## config.mk

```make
export PLATFORM = sky130hd
export DESIGN_NAME = system_clock_source_select
export DESIGN_NICKNAME = d
export VERILOG_FILES = /design/src/include/clock_select_pkg.sv /design/src/hw/system_clock_source_select.sv
export VERILOG_INCLUDE_DIRS = /design/src /design/src/include
export SDC_FILE = /design/constraint.sdc
export NUM_CORES = 1
export LEC_CHECK = 0
export ABC_AREA = 1
export BUFFER_PORTS_ARGS = -buffer_cell sky130_fd_sc_hd__buf_4
export CORE_MARGIN = 2
export CORE_UTILIZATION = 51
export CTS_CLUSTER_DIAMETER = 120
export DETAILED_ROUTE_END_ITERATION = 10
export PLACE_DENSITY = 0.74
export SYNTH_ARGS = -nofsm -noshare
export SYNTH_HDL_FRONTEND = slang
export SYNTH_SLANG_ARGS = --single-unit
```

## constraint.sdc

```tcl
create_clock -name core_clk -period 3.7 [get_ports core_clk]
set_input_delay 0.37 -clock core_clk [delete_from_list [all_inputs] [get_ports core_clk]]
set_output_delay 0.37 -clock core_clk [all_outputs]
set_load 0.01 [all_outputs]
```

## src/include/clock_select_consts.svh

```systemverilog
// Constants for the system clock source selection block.
`ifndef CLOCK_SELECT_CONSTS_SVH
`define CLOCK_SELECT_CONSTS_SVH
// Register indices on the special function register port.
`define REG_INTERNAL_OSC_CONTROL 2'h0
`define REG_INTERNAL_OSC_TRIM    2'h1
`define REG_SYSTEM_CLOCK_SELECT  2'h2
`define REG_CLOCK_STATUS         2'h3
// Reset values.
`define INTERNAL_OSC_CONTROL_RST 8'hc0
`define SYSTEM_CLOCK_SELECT_RST  8'h00
`define INTERNAL_OSC_TRIM_RST    8'h00
// Field positions.
`define BIT_OSC_ENABLE  7
`define BIT_OSC_READY   6
`define SOURCE_INTERNAL 2'h0
`define SOURCE_EXTERNAL 2'h1
`define SOURCE_PLL      2'h2
// Internal oscillator settle count in core clock cycles after enable or change.
`define OSC_SETTLE_CYCLES 4'h4
`endif

```

## src/include/clock_select_pkg.sv

```systemverilog
// Types for the system clock source selection block.
package clock_select_pkg;
   // Register port request.
   typedef struct packed {
      logic       wr;
      logic       rd;
      logic [1:0] addr;
      logic [7:0] wdata;
   } reg_req_t;
   // Selected clock source.
   typedef enum logic [1:0] {SRC_INT, SRC_EXT, SRC_PLL, SRC_RSV} source_t;
endpackage

```

## src/hw/system_clock_source_select.sv

```systemverilog
// System clock source selection, internal oscillator control and output divider.
`timescale 1ns/1ps
`include "clock_select_consts.svh"
module system_clock_source_select (
   input  wire logic                      core_clk,
   input  wire logic                      reset_n,
   input  wire clock_select_pkg::reg_req_t reg_req,
   output logic [7:0]                     reg_rdata_q,
   input  wire logic                      int_osc_tick,
   input  wire logic                      ext_osc_tick,
   input  wire logic                      pll_tick,
   input  wire logic                      ext_settled,
   input  wire logic                      pll_locked,
   output logic                           int_osc_run_q,
   output logic [7:0]                     internal_osc_trim_q,
   output logic [1:0]                     clock_source_q,
   output logic                           system_clock_q,
   output logic                           clock_output_q,
   output logic                           ext_peripheral_clock_q
);

   ////////////////////////////////////////////////////////////////////////////
   // Registers and synchronisers.
   logic       osc_enable_q, osc_enable_d;        // Internal oscillator enable.
   logic [1:0] osc_div_q, osc_div_d;              // Internal oscillator divide select.
   logic [7:0] trim_d;                            // Next trim value.
   logic [1:0] source_d;                          // Next source field.
   logic [1:0] out_div_q, out_div_d;              // Output divide field.
   logic [3:0] settle_q, settle_d;                // Settle counter.
   logic       ready_q, ready_d;                  // Oscillator ready flag.
   logic [7:0] rdata_d;                           // Next read data.
   logic [2:0] int_s1_q, int_s2_q;                // Two-stage sync of the three source levels.
   logic       int_s3_q;                          // Internal oscillator level one cycle later.
   logic [2:0] tick_s1_d;                         // Raw sampled ticks.
   logic       ext_ok_s1_q, ext_ok_q;             // Crystal valid synchroniser.
   logic       pll_ok_s1_q, pll_ok_q;             // PLL lock synchroniser.
   logic       rise;                              // Rising edge of the internal oscillator.
   logic [2:0] div_cnt_q, div_cnt_d;              // Internal oscillator divider.
   logic       int_div_q, int_div_d;              // Divided internal oscillator level.
   logic       sys_d, sys_edge;                   // Selected clock level and its rise.
   logic [2:0] out_cnt_q, out_cnt_d;              // Output divider counter.
   logic       clk_out_d;                         // Next output level.

   // Decode a two-bit divide code into a mask of divider bits to toggle.
   // The output divider passes its code inverted, so both dividers share one decode.
   function automatic logic [2:0] div_mask(input logic [1:0] code);
      unique case (code)
         2'h0:       div_mask = 3'h3;
         2'h1:       div_mask = 3'h1;
         2'h2, 2'h3: div_mask = 3'h0;
      endcase
   endfunction

   ////////////////////////////////////////////////////////////////////////////
   // Register writes, settle tracking and read mux.
   always_comb begin
      osc_enable_d = osc_enable_q;
      osc_div_d    = osc_div_q;
      trim_d       = internal_osc_trim_q;
      source_d     = clock_source_q;
      out_div_d    = out_div_q;
      if (reg_req.wr) begin
         unique case (reg_req.addr)
            `REG_INTERNAL_OSC_CONTROL: begin
               // Enable and divide land together; ready bit is not writable.
               osc_enable_d = reg_req.wdata[`BIT_OSC_ENABLE];
               osc_div_d    = reg_req.wdata[1:0];
            end
            `REG_INTERNAL_OSC_TRIM: begin
               trim_d = reg_req.wdata;
            end
            `REG_SYSTEM_CLOCK_SELECT: begin
               source_d  = reg_req.wdata[1:0];
               out_div_d = reg_req.wdata[5:4];
            end
            default: begin
               // Status is read only.
            end
         endcase
      end
      // Ready drops on disable or any frequency change, then returns after settling.
      if (!osc_enable_d || (osc_div_d != osc_div_q) || (trim_d != internal_osc_trim_q)) begin
         settle_d = `OSC_SETTLE_CYCLES;
         ready_d  = 1'b0;
      end else if (settle_q != 4'h0) begin
         settle_d = settle_q - 4'h1;
         ready_d  = 1'b0;
      end else begin
         settle_d = 4'h0;
         ready_d  = osc_enable_q;
      end
      // Reserved bits read zero.
      unique case (reg_req.addr)
         `REG_INTERNAL_OSC_CONTROL: rdata_d = {osc_enable_q, ready_q, 4'h0, osc_div_q};
         `REG_INTERNAL_OSC_TRIM:    rdata_d = internal_osc_trim_q;
         `REG_SYSTEM_CLOCK_SELECT:  rdata_d = {2'h0, out_div_q, 2'h0, clock_source_q};
         default:                   rdata_d = {6'h0, pll_ok_q, ext_ok_q};
      endcase
      if (!reg_req.rd) begin
         rdata_d = reg_rdata_q;
      end
   end

   // Register state; reset returns the internal oscillator as source.
   always_ff @(posedge core_clk or negedge reset_n) begin
      if (!reset_n) begin
         osc_enable_q        <= 1'b1;
         ready_q             <= 1'b1;
         osc_div_q           <= 2'h0;
         internal_osc_trim_q <= `INTERNAL_OSC_TRIM_RST;
         clock_source_q      <= `SOURCE_INTERNAL;
         out_div_q           <= 2'h0;
         settle_q            <= 4'h0;
         reg_rdata_q         <= 8'h00;
      end else begin
         osc_enable_q        <= osc_enable_d;
         ready_q             <= ready_d;
         osc_div_q           <= osc_div_d;
         internal_osc_trim_q <= trim_d;
         clock_source_q      <= source_d;
         out_div_q           <= out_div_d;
         settle_q            <= settle_d;
         reg_rdata_q         <= rdata_d;
      end
   end

   ////////////////////////////////////////////////////////////////////////////
   // Clock path: sampled ticks, dividers and source mux.
   always_comb begin
      tick_s1_d = {pll_tick, ext_osc_tick, int_osc_tick};
      rise      = int_s2_q[0] & ~int_s3_q;
      // Internal oscillator divide by 8, 4, 2 or 1.
      div_cnt_d = div_cnt_q;
      int_div_d = int_div_q;
      if (osc_div_q == 2'h3) begin
         int_div_d = int_s2_q[0];
      end else if (rise) begin
         if ((div_cnt_q & div_mask(osc_div_q)) == div_mask(osc_div_q)) begin
            div_cnt_d = 3'h0;
            int_div_d = ~int_div_q;
         end else begin
            div_cnt_d = div_cnt_q + 3'h1;
         end
      end
      // Reserved code holds the clock low.
      unique case (clock_source_q)
         `SOURCE_INTERNAL: sys_d = int_div_q & osc_enable_q;
         // The external source is used as soon as selected; no start-up wait is imposed.
         `SOURCE_EXTERNAL: sys_d = int_s2_q[1];
         `SOURCE_PLL:      sys_d = int_s2_q[2];
         default:          sys_d = 1'b0;
      endcase
      sys_edge  = sys_d & ~system_clock_q;
      // Output divider: /1 follows the clock, otherwise toggles on its rises.
      out_cnt_d = out_cnt_q;
      clk_out_d = clock_output_q;
      if (out_div_q == 2'h0) begin
         clk_out_d = sys_d;
      end else if (sys_edge) begin
         // Code 01 toggles on every rise, 10 on every second and 11 on every fourth.
         if ((out_cnt_q & div_mask(~out_div_q)) == div_mask(~out_div_q)) begin
            out_cnt_d = 3'h0;
            clk_out_d = ~clock_output_q;
         end else begin
            out_cnt_d = out_cnt_q + 3'h1;
         end
      end
   end

   // Clock path registers; external clock stays out for timers in every mode.
   always_ff @(posedge core_clk or negedge reset_n) begin
      if (!reset_n) begin
         int_s1_q               <= 3'h0;
         int_s2_q               <= 3'h0;
         int_s3_q               <= 1'b0;
         ext_ok_s1_q            <= 1'b0;
         ext_ok_q               <= 1'b0;
         pll_ok_s1_q            <= 1'b0;
         pll_ok_q               <= 1'b0;
         div_cnt_q              <= 3'h0;
         int_div_q              <= 1'b0;
         system_clock_q         <= 1'b0;
         out_cnt_q              <= 3'h0;
         clock_output_q         <= 1'b0;
         ext_peripheral_clock_q <= 1'b0;
         int_osc_run_q          <= 1'b1;
      end else begin
         int_s1_q               <= tick_s1_d;
         int_s2_q               <= int_s1_q;
         // Only the second stage reads the first; edge history reads the synchronised level.
         int_s3_q               <= int_s2_q[0];
         ext_ok_s1_q            <= ext_settled;
         ext_ok_q               <= ext_ok_s1_q;
         pll_ok_s1_q            <= pll_locked;
         pll_ok_q               <= pll_ok_s1_q;
         div_cnt_q              <= div_cnt_d;
         int_div_q              <= int_div_d;
         system_clock_q         <= sys_d;
         out_cnt_q              <= out_cnt_d;
         clock_output_q         <= clk_out_d;
         ext_peripheral_clock_q <= int_s2_q[1];
         int_osc_run_q          <= osc_enable_d;
      end
   end

endmodule

```

* Word-level counts from Yosys, hierarchy flattened
Cells that the tools add are included.
** Storage, ports and cells
- Bits in registers :: 49
- Bits in writable memories :: 0
- ROM bits :: 0
- Memories :: 0
- Output and inout port bits :: 22
- Bits of input ports :: 19
- Bits in latches :: 0
- Logic and storage cells :: 96
** Operators by class
- $add $sub $neg :: 3
- Reductions and logical operators :: 20
- Eq/ne operators :: 14
- Multiply operators :: 0
- Muxes and demuxes :: 26
- Bitwise gates (word level) :: 12
- Shift operators :: 0
- Divide/modulo/power cells :: 0
- $lt $le $gt $ge :: 0
** Operators with widths (number)
- $pmux 8 s3 :: 1
- $mux 3 :: 6
- $pmux 3 s3 :: 2
- $mux 8 :: 2
- $eq 2x2->1 const B :: 6
- $logic_not 2->1 :: 5
- $mux 1 :: 10
- $reduce_and 2->1 :: 5
- $eq 2x1->1 const B :: 4
- $mux 4 :: 2
- $ne 8x8->1 :: 1
- $reduce_bool 2->1 :: 4
- $add 3x1->3 const B :: 2
- $and 3x3->3 :: 2
- $eq 3x3->1 :: 2
- $not 1->1 :: 6
- $mux 2 :: 2
- $reduce_bool 4->1 :: 1
- $reduce_or 2->1 :: 2
- $sub 4x1->4 const B :: 1
- $and 1x1->1 :: 3
- $pmux 1 s3 :: 1
- $logic_or 1x1->1 :: 2
- $ne 2x2->1 :: 1
- 2 further kinds :: 2

* Longest topological paths before layout
Gate-level depths: netlist (run 1).
- Depth in word-level cells :: 11
- Depth in mapped cells :: 10

* Worst setup path before layout (run 1)
OpenSTA, ideal clock, no wires.
- Path kind :: register to register
- Start :: register int_osc_run_q (netlist name)
- End :: register out_cnt_q[1]
- Path buffers :: 0
- Cell stages (with the launch flop) :: 8
- Required time :: 3574 ps
- Slack :: 2391 ps
- Clock period less this slack :: 1309 ps
- Library setup time :: 126 ps
- Arrival :: 1183 ps
- Cell sequence :: dfstp_2 > nand2_1 > nand2_1 > nand3_1 > nor2_1 > nand2_1 > a21oi_1 > o21ai_0
** RTL lines
- end signal, assigned :: line system_clock_source_select.sv:199 : out_cnt_q <= out_cnt_d;
- end, declared :: line system_clock_source_select.sv:41 : logic [2:0] out_cnt_q, out_cnt_d;

==> flow_summary.toml, run 1 <==
[grt]
gr-total-overflow = 0
grt_max_degree = 48
grt_pass1_wl_microns = 7840
grt_pass1_vias = 1683
antenna_found_initial = 0
grt_util_all_layers_pct = 20.4

[timing]
slew_headroom_pct = 61.9
setup_viol_count_final = 0
worst_slew_pin_slew_ns = 0.572
final-max-slew-violation-count = 0
finClkSkew_ns = 0.00833
setup-tns-final_ns = 0
finalHoldViolCount = 0
fin_crit_ns = 1.44
rsz0062_at_grt = "false"
fin_crit_sh_pct = 39.0
worst_slack_ns = 2.26
max_freq_mhz = 693

[placed_design]
portBuffers = 40
place_hpwl_microns = 3320
gp_congestion = 0.939
dp_slack_ns = 1.99

[synthesis]
synthMuxAreaShare_pct = 0.514
synth-compound-area-share_pct = 10.5
synth-seq-cells = 47
ys_types = 27
syn_area_sq_um = 2190
synth-seq-area-share_pct = 53.8
synth_warnings = 0
synth-simple-area-share_pct = 23.4
syn_inst = 265
synth_nets = 285
synthAdderAreaFrac_pct = 0.571
synth_top_family_by_area = "simple AND/OR/NAND/NOR gates"
synth_xor_area_share_pct = 0.400
avgSynthCellArea_sq_um = 8.27

[run_status]
status = "complete, no violations"

[setup_path]
crit_type = "reg2reg"
cp_data_required_time_ns = 3.89
crit_arrival_ns = 1.63
critPathCaptureType = "flop"
r2r_setup_slack_ns = 2.26
critPathLaunchType = "flop"
crit_fanout = 5

[drt]
avgRoutedWirePerCell_microns = 12.9
routed_wl_microns = 4620
postRouteAntennaNets = 0
drc = 0
vias = 1806
viasPerCell = 5.06
initialDrtViolationCount = 96
firstDrtPassIters = 4

[clocking]
cts_setup_buffers = 0
cts.sinks = 47
clock_path_buffers = 2
cts_root_buf = "clkbuf_8"
cts_hold_buf = 0
htreeDepth = 2
cts.reportedPaths.clkPinSlew_ns = 0.09
cts_tree = "yes"
cts_buffers = 5
cts_resized = 0
clk_latency_ns = 0.30

[floorplan]
die_h_microns = 69.5
rows = 23
initial_core_util_pct = 54.0
die-area_sq_um = 4840
fp.dieW_microns = 69.5
core_area_sq_um = 4060
boundaryPins = 41

[pwr]
leakage_nw = 1.35
power.total_mw = 1.32
irDropWorstVdd_mv = 0.266
cellPowerDensity_nw_per_um2 = 504

[final_layout]
areaGrowthSynthToFinish_pct = 19.7
nets = 326
drive_gt1_share_pct = 20.5
diodes = 0

[flow_run]
max_cap_viol_count = 0

[hold_path]
hp-class = "in2async"
## per-layer routing
layer  vias to the layer above  part of all wire (%)  global-route usage, %
met1                       838                    46                   27.9
met4                         0                   1.7                   8.28
met2                        41                    48                   32.4
li1                        919                     -                      -
met3                         8                   4.2                   3.49
met5                         -                     0                      0
## cells in the mapped netlist, drive strengths merged
cell type  count  area [sq um]
nand2         56           223
inv           54           203
dfrtp         45          1130
o21ai         27           135
nor2          22           100
nand3         21           105
nand4          8          50.1
a21oi          5          25.0
a31oi          5          31.3
nor3           4          20.0
buf            3          23.8
clkbuf         3          11.3
o211ai         3          22.5
dfstp          2          52.6
a21o           1          7.51
ha             1          12.5
mux2           1          11.3
nand3b         1          7.51
o221ai         1          8.76
or2            1          6.26
xor2           1          8.76
## cell families (layout without fill, tap and decap cells)
logic type / count (synthesis) / in the layout
AO/OA/AOI/OAI: 42 / 42
XOR/XNOR: 1 / 1
adder cells (fa/ha/maj): 1 / 1
buffers and inverters: 60 / 102
flip-flops: 47 / 47
multiplexers: 1 / 1
AND/OR/NAND/NOR: 113 / 113
## area by class of cell
type | count | area [sq um]
Timing Repair Buffer | 40 | 300
Clock buffer | 7 | 96.3
Fill cell | 328 | 1440
Tap cell | 50 | 62.6
Clock inverter | 1 | 7.51
Multi-Input combinational cell | 158 | 774
Inverter | 54 | 203
Sequential cell | 47 | 1180
## report_power, final
group | switching (mW) | leakage (nW) | internal, mW | total (mW)
logic | 0.179 | 0.740 | 0.137 | 0.316
clock network | 0.172 | 0.0505 | 0.170 | 0.342
registers | 0.0668 | 0.556 | 0.596 | 0.663
## sequential cells by signal, summed over array words and instances (netlist names)
name and flops:
internal_osc_trim_q 8, reg_rdata_q 8, settle_q 4, int_s1_q 3, int_s2_q 3, clock_source_q 2
div_cnt_q 2, osc_div_q 2, out_cnt_q 2, out_div_q 2, clock_output_q 1, ext_ok_q 1
ext_ok_s1_q 1, ext_peripheral_clock_q 1, int_div_q 1, int_osc_run_q 1, int_s3_q 1, pll_ok_q 1
pll_ok_s1_q 1, ready_q 1, system_clock_q 1
## cell usage in the layout, fill, tap and decap left out
master	n
a21o_1	1
a21oi_1	5
a31oi_1	5
buf_4	40
clkbuf_8	7
clkinvlp_4	1
dfrtp_1	45
dfstp_2	2
ha_1	1
inv_1	53
inv_2	1
mux2_2	1
nand2_1	51
nand2_2	5
nand3_1	21
nand3b_1	1
nand4_1	8
nor2_1	17
nor2_2	4
nor2_4	1
nor3_1	4
o211ai_1	3
o21ai_0	27
o221ai_1	1
or2_2	1
xor2_1	1
## stage by stage
step,hold WS [ns],instances,util (%),area [sq um]
final,0.0632,357,64.6,2620
after detailed placement,0.336,349,62.1,2520
after global placement,0.333,349,62.1,2520
after CTS,0.0897,357,64.6,2620
after floorplan,0.0744,265,-,2190
after global routing,0.104,357,64.6,2620
## worst max-delay path: stages (launching register included)
cell and delay, ns:
dfstp_2 0.60, nand2_1 0.06, nand2_1 0.06, nand3_1 0.12
nor2_1 0.14, nand2_1 0.08, a21oi_1 0.16, o21ai_0 0.10
## final timing paths
check,from,to,cells after the start
setup / recovery,int_osc_run_q$_DFF_PN1_,out_cnt_q[1]$_DFFE_PN0P_,7
hold / removal,reset_n,int_s2_q[0]$_DFF_PN0_,1
setup reg to reg,int_osc_run_q$_DFF_PN1_,out_cnt_q[1]$_DFFE_PN0P_,7
hold reg to reg,pll_ok_s1_q$_DFF_PN0_,pll_ok_q$_DFF_PN0_,0
max in group asynchronous,reset_n,reg_rdata_q[2]$_DFFE_PN0P_,1
min in group core_clk,int_osc_tick,int_s1_q[0]$_DFF_PN0_,1
(Power assumes the default switching activity.)
==> run 2: changes to the inputs <==
--- a/config.mk
+++ b/config.mk
@@ -6,13 +6,13 @@
 export SDC_FILE = /design/constraint.sdc
 export NUM_CORES = 1
 export LEC_CHECK = 0
-export ABC_AREA = 1
+export ABC_AREA = 0
 export BUFFER_PORTS_ARGS = -buffer_cell sky130_fd_sc_hd__buf_4
 export CORE_MARGIN = 2
-export CORE_UTILIZATION = 51
+export CORE_UTILIZATION = 49
 export CTS_CLUSTER_DIAMETER = 120
 export DETAILED_ROUTE_END_ITERATION = 10
-export PLACE_DENSITY = 0.74
+export PLACE_DENSITY = 0.75
 export SYNTH_ARGS = -nofsm -noshare
 export SYNTH_HDL_FRONTEND = slang
 export SYNTH_SLANG_ARGS = --single-unit
==> constraint.sdc (replaced) <==
create_clock -name core_clk -period 1.3 [get_ports core_clk]
set_input_delay 0.13 -clock core_clk [delete_from_list [all_inputs] [get_ports core_clk]]
set_output_delay 0.13 -clock core_clk [all_outputs]
set_load 0.01 [all_outputs]
==> run 2 against run 1 <==
  * The run now ends with setup timing left
  * Synthesized cell count shrank 35%
  * Final cell count shrank 18%
  * Sequential power grew to 3.0 times the previous value
  * Total power grew to 3.2 times the previous value
  * Flip-flop and latch count is the same
  * Register-to-register slack lost 2.4 ns
  * Synthesized area shrank 3.5%
  * Clock skew grew 0.0033 ns
  * Via count shrank 13%
  * Non-clock buffer count grew 28
  * Maximum frequency grew 0.12%
  * Combinational power grew to 4.6 times the previous value
  * Critical path type unchanged
  * Largest power group unchanged
  * Highest routed layer unchanged
==> flow_summary.toml, run 2 <==
[hold_path]
min_from = "reg_req[2]"
hp-class = "in2reg"

[synthesis]
synth_xor_area_share_pct = 4.14
synth_most_common_cell = "dfrtp_1"
synthAdderAreaFrac_pct = 0.592
synth_warnings = 0
syn_inst = 171
synthArstFlopShare_pct = 100
synthFlopType = "dfrtp_1"
synth-edff-count = 0
syn_area_sq_um = 2110
ys_types = 39
synth-compound-area-share_pct = 10.9
synth_top_family_by_area = "multiplexers"
synth-seq-area-share_pct = 55.7
netlist.area_leader.share_pct = 53.3
synth_area_leader_cell = "dfrtp_1"
synth_common_cells = "dfrtp_1 (45), mux2_2 (18), inv_1 (10), nor2_1 (10), xor2_1 (10)"
avgSynthCellArea_sq_um = 12.4
synth-simple-area-share_pct = 12.4
synthMuxAreaShare_pct = 13.1
synth-seq-cells = 47
synth_area_leaders = "dfrtp_1 (53%), mux2_2 (9.6%), xor2_1 (4.1%), dfstp_2 (2.5%), mux4_2 (2.1%)"
synth_nets = 191

[setup_path]
crit_type = "reg2reg"
cp_data_required_time_ns = 1.48
r2r-start = "clock_source_q[0]$_DFFE_PN0P_"
cp_top_family = "compound AO/OA/AOI/OAI gates"
crit_fanout = 5
path_buf_inv = 1
critPathLaunchType = "flop"
cp_slowest_cell = "dfrtp_2"
critPathLaunch = "clock_source_q[0]$_DFFE_PN0P_"
crit_arrival_ns = 1.62
crit_path_cell_trace = "buf_4 > a21oi_2 > a221oi_2 > a31o_1 > a22o_1"
critPathCaptureType = "flop"
critical_path.max_stage_delay_ns = 0.43

[placed_design]
dp_slack_ns = -0.141
gp_congestion = 0.792
dpl-instance-area_sq_um = 2580
place_inst = 274
place_hpwl_microns = 3230
portBuffers = 40

[pwr]
cellPowerDensity_nw_per_um2 = 1520
irDropWorstVdd_mv = 0.905
power.total_mw = 4.26
leakage_nw = 1.28

[timing]
setup-tns-final_ns = -0.397
worst_slack_ns = -0.141
worst_slew_pin_slew_ns = 0.584
whs_ns = 0.0780
setup_viol_count_final = 5
rsz0062_at_grt = "true"
fin_crit_ns = 1.44
slew_headroom_pct = 61.1
finClkSkew_ns = 0.0116
finalHoldViolCount = 0
fin_crit_sh_pct = 111
max_freq_mhz = 694
final-max-slew-violation-count = 0

[final_layout]
reg.largest.list = "internal_osc_trim_q (8), reg_rdata_q (8), settle_q (4)"
diodes = 0
nets = 261
final_cells = 292
drive_gt1_share_pct = 42.6
final_common_cell = "buf_4"
layout_common_cells = "buf_4 (62), dfrtp_1 (44), mux2_2 (16)"
areaGrowthSynthToFinish_pct = 32.7
final_cell_area_sq_um = 2810
finalCoreUtilization_pct = 68.7

[run_status]
violations = "setup timing"
status = "finished with violations"

[clocking]
cts.reportedPaths.clkPinSlew_ns = 0.09
htreeDepth = 2
cts_tree = "yes"
clk_latency_ns = 0.30
cts.sinks = 47
cts_root_buf = "clkbuf_8"
clock_path_buffers = 2
cts_buffers = 5

[floorplan]
die-area_sq_um = 4860
fp.dieW_microns = 69.7
core_area_sq_um = 4090
initial_core_util_pct = 51.7
rows = 23
boundaryPins = 41
die_h_microns = 69.7

[grt]
grt_max_degree = 48
gr-total-overflow = 0
grt_pass1_wl_microns = 7820
grt_pass1_vias = 1724
antenna_found_initial = 0
grt_util_all_layers_pct = 20.2

[drt]
vias = 1576
routed_wl_microns = 4610
initialDrtViolationCount = 70
avgRoutedWirePerCell_microns = 15.8
viasPerCell = 5.40
postRouteAntennaNets = 0
firstDrtPassIters = 4
drc = 0

[flow_run]
max_cap_viol_count = 0
run 2: cell types whose count changed after synthesis, moves of 7 or more:
cell / before / now
nand2_1: 51 / 7
xor2_1: 1 / 10
inv_1: 53 / 10
nand4_1: 8 / 0
nand3_1: 21 / 3
nor2_1: 17 / 10
o21ai_0: 27 / 4
mux2_2: 1 / 18
run 2: timing repair:
item | in CTS | in global routing
resized for setup | 5 | 6
pin swaps | 7 | 15
hold endpoints to repair | 50 | 0
setup buffers | 3 | 3
hold buffers | 6 | 0
gates cloned | 0 | 0
setup endpoints to repair | 7 | 11
run 2: report_power, final:
part,switching (mW),total (mW),internal (mW)
sequential,0.248,1.98,1.73
combinational,0.645,1.46,0.811
clock,0.441,0.823,0.382
total,1.33,4.26,2.93
run 2: cells by family after synthesis:
family | count (synthesis)
AOI/OAI and AO/OA | 31
xor gates and xnor gates | 10
adders and majority gates | 1
buffers and inverters | 15
DFF | 47
muxes | 23
and+or+nand+nor | 44
run 2: worst paths after layout:
kind	end	slack, ns	depth (start not counted)
worst max register to register	out_cnt_q[1]$_DFFE_PN0P_	-0.14	5
worst min register to register	ext_ok_q$_DFF_PN0_	0.35	0
max in group asynchronous	clock_source_q[0]$_DFFE_PN0P_	0.50	2
worst max-delay path	out_cnt_q[1]$_DFFE_PN0P_	-0.14	5
min in group asynchronous	reg_rdata_q[0]$_DFFE_PN0P_	0.37	2
worst min-delay path	internal_osc_trim_q[2]$_DFF_PN0_	0.08	2
run 2: final cells by class:
type	count	area (sq um)
clock buffer	8	80.1
inverter	10	37.5
tap	50	62.6
sequential	47	1180
timing repair buffer	68	526
fill	316	1280
multi-input combinational	109	921
run 2: metal layers:
layer | GRT usage [%] | vias up | routed length [microns]
met4 | 7.05 | 0 | 85
li1 | - | 742 | -
met5 | 0 | - | 0
met3 | 4.36 | 11 | 199
met2 | 36.1 | 46 | 2420
met1 | 23.9 | 777 | 1910
==> run 3: changes to the inputs <==
--- a/config.mk
+++ b/config.mk
@@ -13,6 +13,7 @@
 export CTS_CLUSTER_DIAMETER = 120
 export DETAILED_ROUTE_END_ITERATION = 10
 export PLACE_DENSITY = 0.75
+export SLEW_MARGIN = 0
 export SYNTH_ARGS = -nofsm -noshare
 export SYNTH_HDL_FRONTEND = slang
 export SYNTH_SLANG_ARGS = --single-unit
==> constraint.sdc (replaced) <==
create_clock -name core_clk -period 1.3 [get_ports core_clk]
set_input_delay 0.195 -clock core_clk [delete_from_list [all_inputs] [get_ports core_clk]]
set_output_delay 0.195 -clock core_clk [all_outputs]
set_load 0.01 [all_outputs]
==> run 3 against run 2 <==
  * The flow still finishes with violations (setup timing)
  * Critical path depth is 1 lower
  * Worst hold slack gained 0.065 ns
  * Maximum frequency fell by 4.4%
  * Sequential share of layout area is 1.9 points lower
  * Critical path type unchanged
  * Critical endpoint unchanged
==> flow_summary.toml, run 3 (synthesized netlist as in run 2, its figures left out) <==
[grt]
antenna_found_initial = 0
grt_pass1_vias = 1686
grt_util_all_layers_pct = 19.8
grt_pass1_wl_microns = 7720
gr-total-overflow = 0
grt_max_degree = 48

[floorplan]
boundaryPins = 41
initial_core_util_pct = 51.7
core_area_sq_um = 4090
die-area_sq_um = 4860
fp.dieW_microns = 69.7
die_h_microns = 69.7
rows = 23

[final_layout]
reg.largest.list = "internal_osc_trim_q (8), reg_rdata_q (8), settle_q (4)"
fill_cells = 288
areaGrowthSynthToFinish_pct = 39.2
seq_area_sq_um = 1180
final_cells = 300
layout_common_cells = "buf_4 (66), dfrtp_1 (43), mux2_2 (16)"
diodes = 0
drive_gt1_share_pct = 46.8
nets = 269
final_common_cell = "buf_4"
final_cell_area_sq_um = 2940
multi_input_area_sq_um = 962

[timing]
finClkSkew_ns = 0.00940
final-max-slew-violation-count = 0
rsz0062_at_grt = "true"
whs_ns = 0.143
slew_headroom_pct = 61.5
worst_slack_ns = -0.207
fin_crit_sh_pct = 116
setup_viol_count_final = 5
fin_crit_ns = 1.51
finalHoldViolCount = 0
worst_slew_pin_slew_ns = 0.578
max_freq_mhz = 664

[setup_path]
cp_slowest_cell = "dfstp_2"
critPathCaptureType = "flop"
crit_fanout = 3
cp_data_required_time_ns = 1.48
critPathLaunchType = "flop"
crit_path_cell_trace = "nand3b_1 > a221oi_2 > o21ai_1 > a22o_1"
crit_arrival_ns = 1.69
r2r_setup_slack_ns = -0.21
crit_type = "reg2reg"
critical_path.max_stage_delay_ns = 0.54

[placed_design]
dp_slack_ns = -0.161
dpl-instance-area_sq_um = 2620
gp_congestion = 0.775
place_inst = 279
place_hpwl_microns = 3150
portBuffers = 40

[clocking]
clk_latency_ns = 0.30
cts_tree = "yes"
cts.reportedPaths.clkPinSlew_ns = 0.09
htreeDepth = 2
cts.sinks = 47
clock_path_buffers = 2
cts_root_buf = "clkbuf_8"
cts_buffers = 5

[flow_run]
max_cap_viol_count = 0

[drt]
avgRoutedWirePerCell_microns = 14.8
initialDrtViolationCount = 78
firstDrtPassIters = 4
vias = 1583
drc = 0
routed_wl_microns = 4450
postRouteAntennaNets = 0
viasPerCell = 5.28

[run_status]
violations = "setup timing"
status = "finished with violations"

[pwr]
leakage_nw = 1.33
cellPowerDensity_nw_per_um2 = 1520
irDropWorstVdd_mv = 0.762

[hold_path]
hp-class = "in2reg"
-- run 3: critical path: cells and delay by family, from the launching register on --
family | cells | cell delay [ns]
AO/OA/AOI/OAI | 3 | 0.76
flip-flops | 1 | 0.54
AND/OR/NAND/NOR | 1 | 0.11
-- run 3: stage by stage --
stage,utilization [%],TNS [ns],total power [mW]
after floorplan,-,-0.264,2.70
after global placement,64.2,-0.181,3.24
after detailed placement,64.2,-0.522,3.33
after CTS,68.9,-0.460,4.35
after global routing,72.0,-1.23,4.77
final,72.0,-0.612,4.47
-- run 3: final cells by class --
type,count,share of cell area [%]
Inverter,10,1.27
Timing Repair Buffer,76,20.4
Sequential cell,47,40.1
Tap cell,50,2.12
Multi-Input combinational cell,109,32.7
Clock buffer,8,3.40
-- run 3: worst paths after layout --
| check | to | from | cells after the start |
|---|---|---|---|
| max | out_cnt_q[1]$_DFFE_PN0P_ | int_osc_run_q$_DFF_PN1_ | 4 |
| min | internal_osc_trim_q[3]$_DFF_PN0_ | reg_req[3] | 2 |
| max reg2reg | out_cnt_q[1]$_DFFE_PN0P_ | int_osc_run_q$_DFF_PN1_ | 4 |
| min reg2reg | ext_ok_q$_DFF_PN0_ | ext_ok_s1_q$_DFF_PN0_ | 0 |
| max in group asynchronous | clock_source_q[0]$_DFFE_PN0P_ | reset_n | 2 |
| min in group asynchronous | reg_rdata_q[6]$_DFFE_PN0P_ | reset_n | 2 |
-- run 3: repair_timing --
| action | in CTS | in global routing |
|---|---|---|
| resized for setup | 6 | 16 |
| hold endpoints to repair | 47 | 3 |
| endpoints found under the setup margin | 8 | 13 |
| hold buffers | 3 | 3 |
| buffers inserted | 5 | 4 |
| pin swaps | 6 | 10 |
-- run 3: per-layer routing --
metal | vias to the layer above | GRT usage (%) | part of all wire [%]
li1 | 759 | - | -
met1 | 786 | 25.7 | 43
met2 | 34 | 33.0 | 52
met3 | 4 | 5.09 | 3.9
met4 | 0 | 5.77 | 0.99
met5 | - | 0 | 0
-- run 3: report_power, final --
group / switching, mW / total, mW / internal, mW
registers: 0.253 / 1.99 / 1.74
clock network: 0.454 / 0.940 / 0.486
logic: 0.669 / 1.54 / 0.869
